$ cat config.mk
export PLATFORM = sky130hd
export DESIGN_NAME = flash_access_protection
export DESIGN_NICKNAME = d
export VERILOG_FILES = /design/src/flash_guard_pkg.sv /design/src/flash_access_protection.sv
export VERILOG_INCLUDE_DIRS = /design/src
export SDC_FILE = /design/constraint.sdc
export NUM_CORES = 1
export LEC_CHECK = 0
export BUFFER_PORTS_ARGS = -buffer_cell sky130_fd_sc_hd__buf_2
export CAP_MARGIN = 20
export CORE_MARGIN = 2
export CORE_UTILIZATION = 33
export CTS_CLUSTER_SIZE = 14
export DETAILED_ROUTE_END_ITERATION = 6
export GPL_ROUTABILITY_DRIVEN = 0
export SYNTH_ARGS = -nofsm -noshare
export SYNTH_HDL_FRONTEND = slang
export SYNTH_SLANG_ARGS = --single-unit
$ cat constraint.sdc
create_clock -name ref_clk -period 3.6 [get_ports ref_clk]
set_input_delay 0.36 -clock ref_clk [delete_from_list [all_inputs] [get_ports ref_clk]]
set_output_delay 0.36 -clock ref_clk [all_outputs]
set_load 0.01 [all_outputs]
$ cat src/flash_guard_regs.svh
// Offsets, field positions and reset values of the flash access protection
`ifndef FLASH_GUARD_REGS_SVH
`define FLASH_GUARD_REGS_SVH

// Register indexes; byte address is four times the index
`define IDX_INFO_BLOCK_INDEX 16'hf880
`define IDX_INFO_BLOCK_DATA 16'hf882
`define IDX_CORE_BLOCK_WRITE_GUARD 16'hf890
`define IDX_GUARD_CTRL 16'hf8a0
`define IDX_GUARD_STATUS 16'hf8a2
`define IDX_PROTECTION_WORD 16'hf8a4

// Reset values
`define GUARD_RST 16'h0000
`define CTRL_RST 3'h0

// Control register bits
`define CTRL_VIOL_IEN 0
`define CTRL_HOST_READ_EN 1
`define CTRL_HOST_WRITE_EN 2

// Status register bits
`define STAT_VIOL 0
`define STAT_PROTECT 1
`define STAT_FETCHED 2

// Protection word fields
`define PW_CONTENTS_MSB 9
`define PW_CONTENTS_LSB 7
`define PW_CONTENTS_OPEN 3'h7
`define PW_HOST_BOOT_BIT 4
`define PW_CORE_BOOT_MSB 3
`define PW_CORE_BOOT_LSB 0

// Information block layout, byte addresses
`define INFO_FACTORY_LAST 8'h7f
`define INFO_PROT_WORD_ADDR 8'h80

// Main array geometry
`define BLOCK_ADDR_MSB 16
`define BLOCK_ADDR_LSB 13
`define HOST_BOOT_BLOCKS 8

`endif

$ cat src/flash_guard_pkg.sv
// Types shared by the flash access protection logic
package flash_guard_pkg;

    typedef enum logic [1:0] {
        OP_READ = 2'b00,
        OP_PROG = 2'b01,
        OP_ERASE = 2'b10,
        OP_SPECIAL = 2'b11
    } op_e;

    typedef enum logic [2:0] {
        SRC_CORE = 3'b000,
        SRC_HOST = 3'b001,
        SRC_JTAG = 3'b010,
        SRC_PAR = 3'b011,
        SRC_BUS = 3'b100,
        SRC_FETCH = 3'b101
    } src_e;

    typedef enum logic [1:0] {
        ST_FETCH = 2'b00,
        ST_IDLE = 2'b01,
        ST_BUSY = 2'b10
    } state_e;

    // One flash request or command; info selects the information block
    typedef struct packed {
        logic valid;
        op_e op;
        logic info;
        logic [16:0] addr;
        logic [15:0] wdata;
        logic byteMode;
    } flash_req_s;

    typedef struct packed {
        state_e st;
        src_e src;
        logic fetched;
        logic [15:0] protWord;
        logic [15:0] guard;
        logic [7:0] index;
        logic [2:0] ctrl;
        logic viol;
        logic irq;
        logic holdReset;
        flash_req_s cmd;
        logic [3:0] respValid;
        logic [3:0] respDenied;
        logic [15:0] respData;
        logic dSel;
        logic dWrite;
        logic [15:0] dIdx;
        logic dByte;
        logic busPend;
        logic hreadyout;
        logic hresp;
        logic [31:0] hrdata;
    } state_s;

endpackage

$ cat src/flash_access_protection.sv
// Flash access protection with AHB-Lite register slave
`timescale 1ns/100ps
`include "flash_guard_regs.svh"

// Function
// - Read the protection word from the info block before serving any flash request.
// - Core reads of flash are never blocked.
// - Program or erase to a protected block is dropped and answered as denied.
// - A core write-protect violation raises the interrupt when enabled.
// - Core write protection works per 8 Kbyte main-array block.
// - Core never programs or erases factory page or protection word.
// - All block permit bits clear to zero at reset.
// - Core and host boot blocks read-only to core and host, permit bits ignored.
// - Core may not issue special erase.
// - Host main-array access gated by protection word and core settings.
// - Host access to the information block is refused.
// - Contents protect not all ones: debug port gets only special erase.
// - Protected in debug environments: core held in reset until erase.
// - Open contents: debug port free, except factory page writes.
// - Parallel programmer gated exactly like the debug port.
// - Index holds byte address 7-0; words need even address.
// - Data register moves the byte or word at the index.
// - Permit bit i covers block at i times 0x2000; 1 allows writes.
// - Contents field bits 9-7; only 111 means unprotected.
module flash_access_protection #(
    parameter int FLASH_BLOCKS = 16
) (
    // Clock and reset
    input wire logic ref_clk,
    input wire logic sys_rst,
    // AHB-Lite slave
    input wire logic hsel,
    input wire logic [31:0] haddr,
    input wire logic [1:0] htrans,
    input wire logic hwrite,
    input wire logic [2:0] hsize,
    input wire logic [31:0] hwdata,
    input wire logic hready,
    output logic hreadyout,
    output logic hresp,
    output logic [31:0] hrdata,
    // Requesters: 0 core, 1 host, 2 debug port, 3 parallel programmer
    input wire flash_guard_pkg::flash_req_s [3:0] req,
    output logic [3:0] respValid,
    output logic [3:0] respDenied,
    output logic [15:0] respData,
    // Flash array command port
    output flash_guard_pkg::flash_req_s flashCmd,
    input wire logic flashAck,
    input wire logic [15:0] flashRdData,
    // Environment and system
    input wire logic onboard_debug_environment,
    input wire logic development_environment,
    output logic coreHoldReset,
    output logic violIrq
);

    flash_guard_pkg::state_s s;
    flash_guard_pkg::state_s n;

    // ------------------------------------------------------------
    // Protection decisions
    // ------------------------------------------------------------
    function automatic logic contentsOpen(input logic [15:0] pw);
        return pw[`PW_CONTENTS_MSB:`PW_CONTENTS_LSB] == `PW_CONTENTS_OPEN;
    endfunction

    function automatic logic inHostBoot(input logic [15:0] pw,
                                        input logic [3:0] blk);
        return !pw[`PW_HOST_BOOT_BIT] &&
            ({1'b0, blk} >= 5'(FLASH_BLOCKS - `HOST_BOOT_BLOCKS));
    endfunction

    function automatic logic inCoreBoot(input logic [15:0] pw,
                                        input logic [3:0] blk);
        return blk < pw[`PW_CORE_BOOT_MSB:`PW_CORE_BOOT_LSB];
    endfunction

    // Factory page and both bytes of the protection word
    function automatic logic infoLocked(input logic [7:0] a);
        return (a <= `INFO_FACTORY_LAST) ||
            (a[7:1] == `INFO_PROT_WORD_ADDR >> 1);
    endfunction

    function automatic logic allowed(input flash_guard_pkg::src_e src,
                                     input flash_guard_pkg::flash_req_s r,
                                     input logic [15:0] pw,
                                     input logic [15:0] guard,
                                     input logic [2:0] ctrl);
        logic [3:0] blk;
        logic isRead;
        logic ok;
        blk = r.addr[`BLOCK_ADDR_MSB:`BLOCK_ADDR_LSB];
        isRead = r.op == flash_guard_pkg::OP_READ;
        ok = 1'b0;
        unique case (src)
            flash_guard_pkg::SRC_CORE: begin
                if (isRead) begin
                    ok = 1'b1;
                end else if (r.op == flash_guard_pkg::OP_SPECIAL) begin
                    ok = 1'b0;
                end else if (r.info) begin
                    ok = !infoLocked(r.addr[7:0]);
                end else begin
                    ok = guard[blk] && !inCoreBoot(pw, blk) &&
                        !inHostBoot(pw, blk);
                end
            end
            flash_guard_pkg::SRC_HOST: begin
                if (r.info || r.op == flash_guard_pkg::OP_SPECIAL) begin
                    ok = 1'b0;
                end else if (isRead) begin
                    ok = ctrl[`CTRL_HOST_READ_EN];
                end else begin
                    ok = ctrl[`CTRL_HOST_WRITE_EN] &&
                        !inCoreBoot(pw, blk) && !inHostBoot(pw, blk);
                end
            end
            default: begin
                // Debug port and parallel programmer share one scheme
                if (!contentsOpen(pw)) begin
                    ok = r.op == flash_guard_pkg::OP_SPECIAL;
                end else if (isRead || r.op == flash_guard_pkg::OP_SPECIAL) begin
                    ok = 1'b1;
                end else begin
                    ok = !(r.info &&
                        r.addr[7:0] <= `INFO_FACTORY_LAST);
                end
            end
        endcase
        return ok;
    endfunction

    function automatic logic [31:0] readMux(input flash_guard_pkg::state_s q,
                                            input logic [15:0] idx);
        logic [31:0] d;
        d = 32'h0;
        unique case (idx)
            `IDX_INFO_BLOCK_INDEX: d = {24'h0, q.index};
            `IDX_CORE_BLOCK_WRITE_GUARD: d = {16'h0, q.guard};
            `IDX_GUARD_CTRL: d = {29'h0, q.ctrl};
            `IDX_GUARD_STATUS: d = {29'h0, q.fetched,
                !contentsOpen(q.protWord), q.viol};
            `IDX_PROTECTION_WORD: d = {16'h0, q.protWord};
            default: d = 32'h0;
        endcase
        return d;
    endfunction

    // ------------------------------------------------------------
    // Next state
    // ------------------------------------------------------------
    always_comb begin
        flash_guard_pkg::flash_req_s r;
        logic aligned;
        logic ok;
        int unsigned k;
        r = '0;
        aligned = 1'b0;
        ok = 1'b0;
        k = 0;
        n = s;
        n.respValid = 4'h0;
        n.respDenied = 4'h0;

        // Bus data phase for plain registers
        if (s.dSel) begin
            n.dSel = 1'b0;
            if (s.dWrite) begin
                unique case (s.dIdx)
                    `IDX_INFO_BLOCK_INDEX: n.index = hwdata[7:0];
                    `IDX_CORE_BLOCK_WRITE_GUARD: n.guard = hwdata[15:0];
                    `IDX_GUARD_CTRL: n.ctrl = hwdata[2:0];
                    `IDX_GUARD_STATUS: begin
                        if (hwdata[`STAT_VIOL]) begin
                            n.viol = 1'b0;
                        end
                    end
                    default: ;
                endcase
            end
        end

        // Bus address phase
        if (hsel && htrans[1] && hready) begin
            n.dSel = 1'b1;
            n.dWrite = hwrite;
            n.dIdx = haddr[17:2];
            n.dByte = hsize == 3'h0;
            n.hrdata = readMux(s, haddr[17:2]);
            if (haddr[17:2] == `IDX_INFO_BLOCK_DATA) begin
                // Flash access stretches the data phase
                n.busPend = 1'b1;
                n.hreadyout = 1'b0;
            end
        end

        unique case (s.st)
            flash_guard_pkg::ST_FETCH: begin
                n.cmd = '0;
                n.cmd.valid = 1'b1;
                n.cmd.op = flash_guard_pkg::OP_READ;
                n.cmd.info = 1'b1;
                n.cmd.addr = {9'h0, `INFO_PROT_WORD_ADDR};
                n.src = flash_guard_pkg::SRC_FETCH;
                n.st = flash_guard_pkg::ST_BUSY;
            end
            flash_guard_pkg::ST_IDLE: begin
                // Idle while last answer is out, so a held request
                // is not taken twice
                if (s.respValid == 4'h0) begin
                    if (s.busPend && !s.dSel) begin
                        aligned = s.dByte || !s.index[0];
                        r = '0;
                        r.valid = 1'b1;
                        r.op = s.dWrite ? flash_guard_pkg::OP_PROG :
                            flash_guard_pkg::OP_READ;
                        r.info = 1'b1;
                        r.addr = {9'h0, s.index};
                        r.wdata = hwdata[15:0];
                        r.byteMode = s.dByte;
                        ok = aligned && allowed(flash_guard_pkg::SRC_CORE,
                            r, s.protWord, s.guard, s.ctrl);
                        if (ok) begin
                            n.cmd = r;
                            n.src = flash_guard_pkg::SRC_BUS;
                            n.st = flash_guard_pkg::ST_BUSY;
                        end else begin
                            // Misaligned or locked: dropped, data phase ends
                            n.viol = s.viol || (aligned && s.dWrite);
                            n.hrdata = 32'h0;
                            n.busPend = 1'b0;
                            n.hreadyout = 1'b1;
                        end
                    end else begin
                        // Fixed priority: core, host, debug, parallel
                        for (k = 0; k < 4; k++) begin
                            if (req[k].valid && !r.valid) begin
                                r = req[k];
                                ok = allowed(flash_guard_pkg::src_e'(k), r,
                                    s.protWord, s.guard, s.ctrl);
                                if (ok) begin
                                    n.cmd = r;
                                    n.src = flash_guard_pkg::src_e'(k);
                                    n.st = flash_guard_pkg::ST_BUSY;
                                end else begin
                                    n.respValid[k] = 1'b1;
                                    n.respDenied[k] = 1'b1;
                                    if (k == 0 &&
                                        r.op != flash_guard_pkg::OP_READ) begin
                                        n.viol = 1'b1;
                                    end
                                end
                            end
                        end
                    end
                end
            end
            flash_guard_pkg::ST_BUSY: begin
                if (flashAck) begin
                    n.cmd.valid = 1'b0;
                    n.st = flash_guard_pkg::ST_IDLE;
                    unique case (s.src)
                        flash_guard_pkg::SRC_FETCH: begin
                            n.protWord = flashRdData;
                            n.fetched = 1'b1;
                        end
                        flash_guard_pkg::SRC_BUS: begin
                            n.hrdata = s.cmd.byteMode ?
                                {24'h0, flashRdData[7:0]} :
                                {16'h0, flashRdData};
                            n.busPend = 1'b0;
                            n.hreadyout = 1'b1;
                        end
                        default: begin
                            n.respValid[s.src[1:0]] = 1'b1;
                            n.respData = flashRdData;
                            if (s.cmd.op == flash_guard_pkg::OP_SPECIAL) begin
                                // Erased array: word is read again
                                n.st = flash_guard_pkg::ST_FETCH;
                                n.fetched = 1'b0;
                            end
                        end
                    endcase
                end
            end
            default: n.st = flash_guard_pkg::ST_FETCH;
        endcase

        n.irq = n.viol && n.ctrl[`CTRL_VIOL_IEN];
        n.holdReset = !n.fetched || (!contentsOpen(n.protWord) &&
            (onboard_debug_environment ||
            development_environment));
    end

    // ------------------------------------------------------------
    // State register
    // ------------------------------------------------------------
    always_ff @(posedge ref_clk) begin
        if (sys_rst) begin
            s <= '0;
            s.st <= flash_guard_pkg::ST_FETCH;
            s.src <= flash_guard_pkg::SRC_FETCH;
            s.guard <= `GUARD_RST;
            s.ctrl <= `CTRL_RST;
            s.holdReset <= 1'b1;
            s.hreadyout <= 1'b1;
        end else begin
            s <= n;
        end
    end

    assign hreadyout = s.hreadyout;
    assign hresp = s.hresp;
    assign hrdata = s.hrdata;
    assign respValid = s.respValid;
    assign respDenied = s.respDenied;
    assign respData = s.respData;
    assign flashCmd = s.cmd;
    assign coreHoldReset = s.holdReset;
    assign violIrq = s.irq;

endmodule

==> results.toml <==
[final_layout]
mostFrequentLayoutCell = "sky130_fd_sc_hd__buf_2"
layout.cells.most_common_list = "sky130_fd_sc_hd__buf_2 (307), sky130_fd_sc_hd__dfxtp_1 (167), sky130_fd_sc_hd__nand2_1 (139)"
drive_above_1_share_pct = 30.0
areaGrowthSynthToFinish_pct = 20.4
finish.net_count = 1576
fillerInstances = 2899

[pwr]
total_power_mw = 5.14
power_spent_charging_and_discharging_nets_mw = 1.76
power.share.sequential_pct = 39.3
p_per_area_nw_per_um2 = 462
proportion_of_power_drawn_by_combinational_gates_pct = 24.9
cellInternalPower_mw = 3.38
p_sw_share_pct = 34.3
p_leak_nw = 4.54
vdd_ir_drop_max_uv = 374
share_clk_of_total_power_pct = 35.8

[yosys]
synth_enable_flop_cells = 0
asyncSetResetFlopFracSynth_pct = 0
synthFlopType = "sky130_fd_sc_hd__dfxtp_1"
synth.top_cell.area_share_pct = 36.1
post_synth.cell_area_avg_sq_um = 8.21
netlist.top_cell.by_area = "sky130_fd_sc_hd__dfxtp_1"
netlist_top_cells_area = "sky130_fd_sc_hd__dfxtp_1 (36%), sky130_fd_sc_hd__buf_4 (7.7%), sky130_fd_sc_hd__nand2_1 (5.6%), sky130_fd_sc_hd__a21oi_1 (4.4%), sky130_fd_sc_hd__nor2_1 (3.2%)"
register_bit_count_reported_by_yosys = 167
yosysUniqueCellTypes = 72
synth_sequential_area_ratio_pct = 36.1
synth_cells = 1127
netlist_area_sq_um = 9250
yosysWarningCount = 0
synthesis.nets = 1384

[clocking]
tritoncts_num_sinks = 167
cts_hold_buf = 0
clock_path_buffers = 2
cts.repair_timing.setup_buffer_count = 0
clockRootBuffer = "sky130_fd_sc_hd__clkbuf_16"
cts_inserted_buffers = 17
post_cts.resized_instances = 0
worst_skew_pair.late_latency_ns = 0.44
clkSlewWorstSetupHoldPaths_ns = 0.08
tritoncts = "yes"
htree_levels = 4

[detailed_routing]
drt_first_pass_iters = 7
final_antenna_net_count = 0
dr.first_iter.drc_count = 1045
via_count = 9504
drc_errors = 0
final_routed_wire_length_divided_by_cell_count_um = 20.5
drt_wl_total_mm = 35.2
vias_per_cell = 5.54

[timing]
finalHoldViolations = 0
final-max-slew-violation-count = 0
rsz0062_at_grt = "no"
min_period_ns = 3.09
period_share_pct = 85.7
timing_worst_slew_pin_value_ns = 1.15
setup_viol_count_final = 0
clock_skew_ns = 0.0126
max_freq_mhz = 324
final.setup.tns_ns = 0
relative_max_transition_margin_pct = 22.8

[global_routing]
vias_in_the_first_global_route = 8854
top_usage_layer = "met2"
grt_max_degree = 76
met1_usage_pct = 30.2
grt_antenna_before_repair = 6
grt_first_pass_wirelength_mm = 52.0
track_usage_pct = 23.4
grt_util_met3_pct = 6.24
grt_overflow = 0
grtUsageMet2_pct = 37.1

[job]
maxCapViolCount = 0

[setup_path]
worst_r2r_endpoint = "flashCmd[16]"
path_class = "flop to flop"
worst-path-max-fanout = 24
worstSetupStartpointType = "flop"
required_ns = 3.91
critPathCaptureType = "flop"
r2r_setup_slack_ns = 0.51
rr_startpoint = "s[155]"
arrival_ns = 3.40
number_of_cell_instances_on_the_worst_register_to_register_path = 7

[floorplanning]
core.rowCount = 61
die_height_um = 171
top_level_ports = 343
die-width_um = 171
design.die.area_sq_um = 29400
core_area_sq_um = 27700
initial_core_util_pct = 33.4

[status]
run_status = "finished clean"

[min_path]
tightest_hold_check_type = "primary input to flop"
min-delay-start = "req[132]"
timing.hold.worst_path_depth = 3
hold_path_end = "flashCmd[18]"

[placed_design]
dp.final_hpwl_mm = 26.7
numPortBuffers = 308
synth_stat cells (all sizes together) (18+ instances only):
library cell,n
dfxtp,167
nand2,139
buf,119
a21oi,82
nor2,80
clkbuf,50
nor3,43
o21ai,36
mux2i,28
o221ai,27
a22oi,26
a211oi,23
and2,21
nor2b,19
a221oi,18
final cells by class:
class | count | area (sq um) | area share (%)
Multi-Input combinational cell | 775 | 4870 | 43.7
Sequential cell | 167 | 3340 | 30.0
Timing Repair Buffer | 342 | 1800 | 16.2
Tap cell | 378 | 473 | 4.25
Clock buffer | 19 | 443 | 3.98
Clock inverter | 13 | 134 | 1.20
Inverter | 16 | 60.1 | 0.539
Antenna cell | 6 | 15.0 | 0.135
per-stage QoR:
| step | setup slack [ns] | std cells | utilization (%) | hold WS [ns] | instance area (sq um) |
|---|---|---|---|---|---|
| after detailed placement | 0.546 | 1677 | 38.0 | 0.438 | 10500 |
| final | 0.514 | 1716 | 40.2 | 0.168 | 11100 |
| after floorplan | 1.25 | 1127 | - | 0.431 | 9250 |
| after global routing | 0.411 | 1713 | 40.2 | 0.166 | 11100 |
| after global placement | 0.589 | 1677 | 38.0 | 0.436 | 10500 |
| after CTS | 0.599 | 1709 | 40.1 | 0.160 | 11100 |
layer usage:
| metal | wire length (um) | vias up |
|---|---|---|
| met2 | 16200 | 434 |
| met3 | 2880 | 71 |
| li1 | - | 4465 |
| met5 | 0 | - |
| met4 | 1240 | 0 |
| met1 | 14900 | 4534 |
worst max-delay path by stage:
stage / from / end / slack [ns] / cells after the start
after global routing: s[148] / flashCmd[16] / 0.41 / 9
after CTS: s[155] / flashCmd[1] / 0.60 / 7
after floorplan: req[30] / flashCmd[16] / 1.25 / 9
final: s[155] / flashCmd[16] / 0.51 / 7
after detailed placement: req[23] / flashCmd[5] / 0.55 / 9
after global placement: req[23] / flashCmd[2] / 0.59 / 9
flip-flops by register name, summed over array words and instances, names as in the netlist:
register and flops:
respDenied 4, flashCmd 38, violIrq 1, coreHoldReset 1, hreadyout 1, respValid 4, respData 16, s 70
hrdata 32
critical path, stage by stage (launching register included):
cell                        delay [ns]
sky130_fd_sc_hd__dfxtp_1          0.54
sky130_fd_sc_hd__nand3_1          0.39
sky130_fd_sc_hd__o2111ai_4        0.74
sky130_fd_sc_hd__o21ai_2          0.14
sky130_fd_sc_hd__nor3_1           0.55
sky130_fd_sc_hd__buf_4            0.27
sky130_fd_sc_hd__a21boi_0         0.22
sky130_fd_sc_hd__o211ai_1         0.10
power groups by stage:
stage	Sequential, mW	Clock, mW	Combinational, mW
after floorplan	2.03	0	0.799
after global placement	2.06	0	1.24
after detailed placement	2.06	0	1.25
after CTS	2.02	1.88	1.27
after global routing	2.03	1.97	1.39
final	2.02	1.84	1.28
logic make-up after synthesis:
logic type / count (synthesis) / share of synthesized area, %
adder cells (fa/ha/maj): 12 / 1.62
other: 1 / 0.0405
buffers and inverters: 185 / 11.6
flip-flops: 167 / 36.1
AO/OA/AOI/OAI: 327 / 24.8
AND/OR/NAND/NOR: 402 / 21.9
multiplexers: 33 / 3.88
Power figures use the tool's default switching activity.
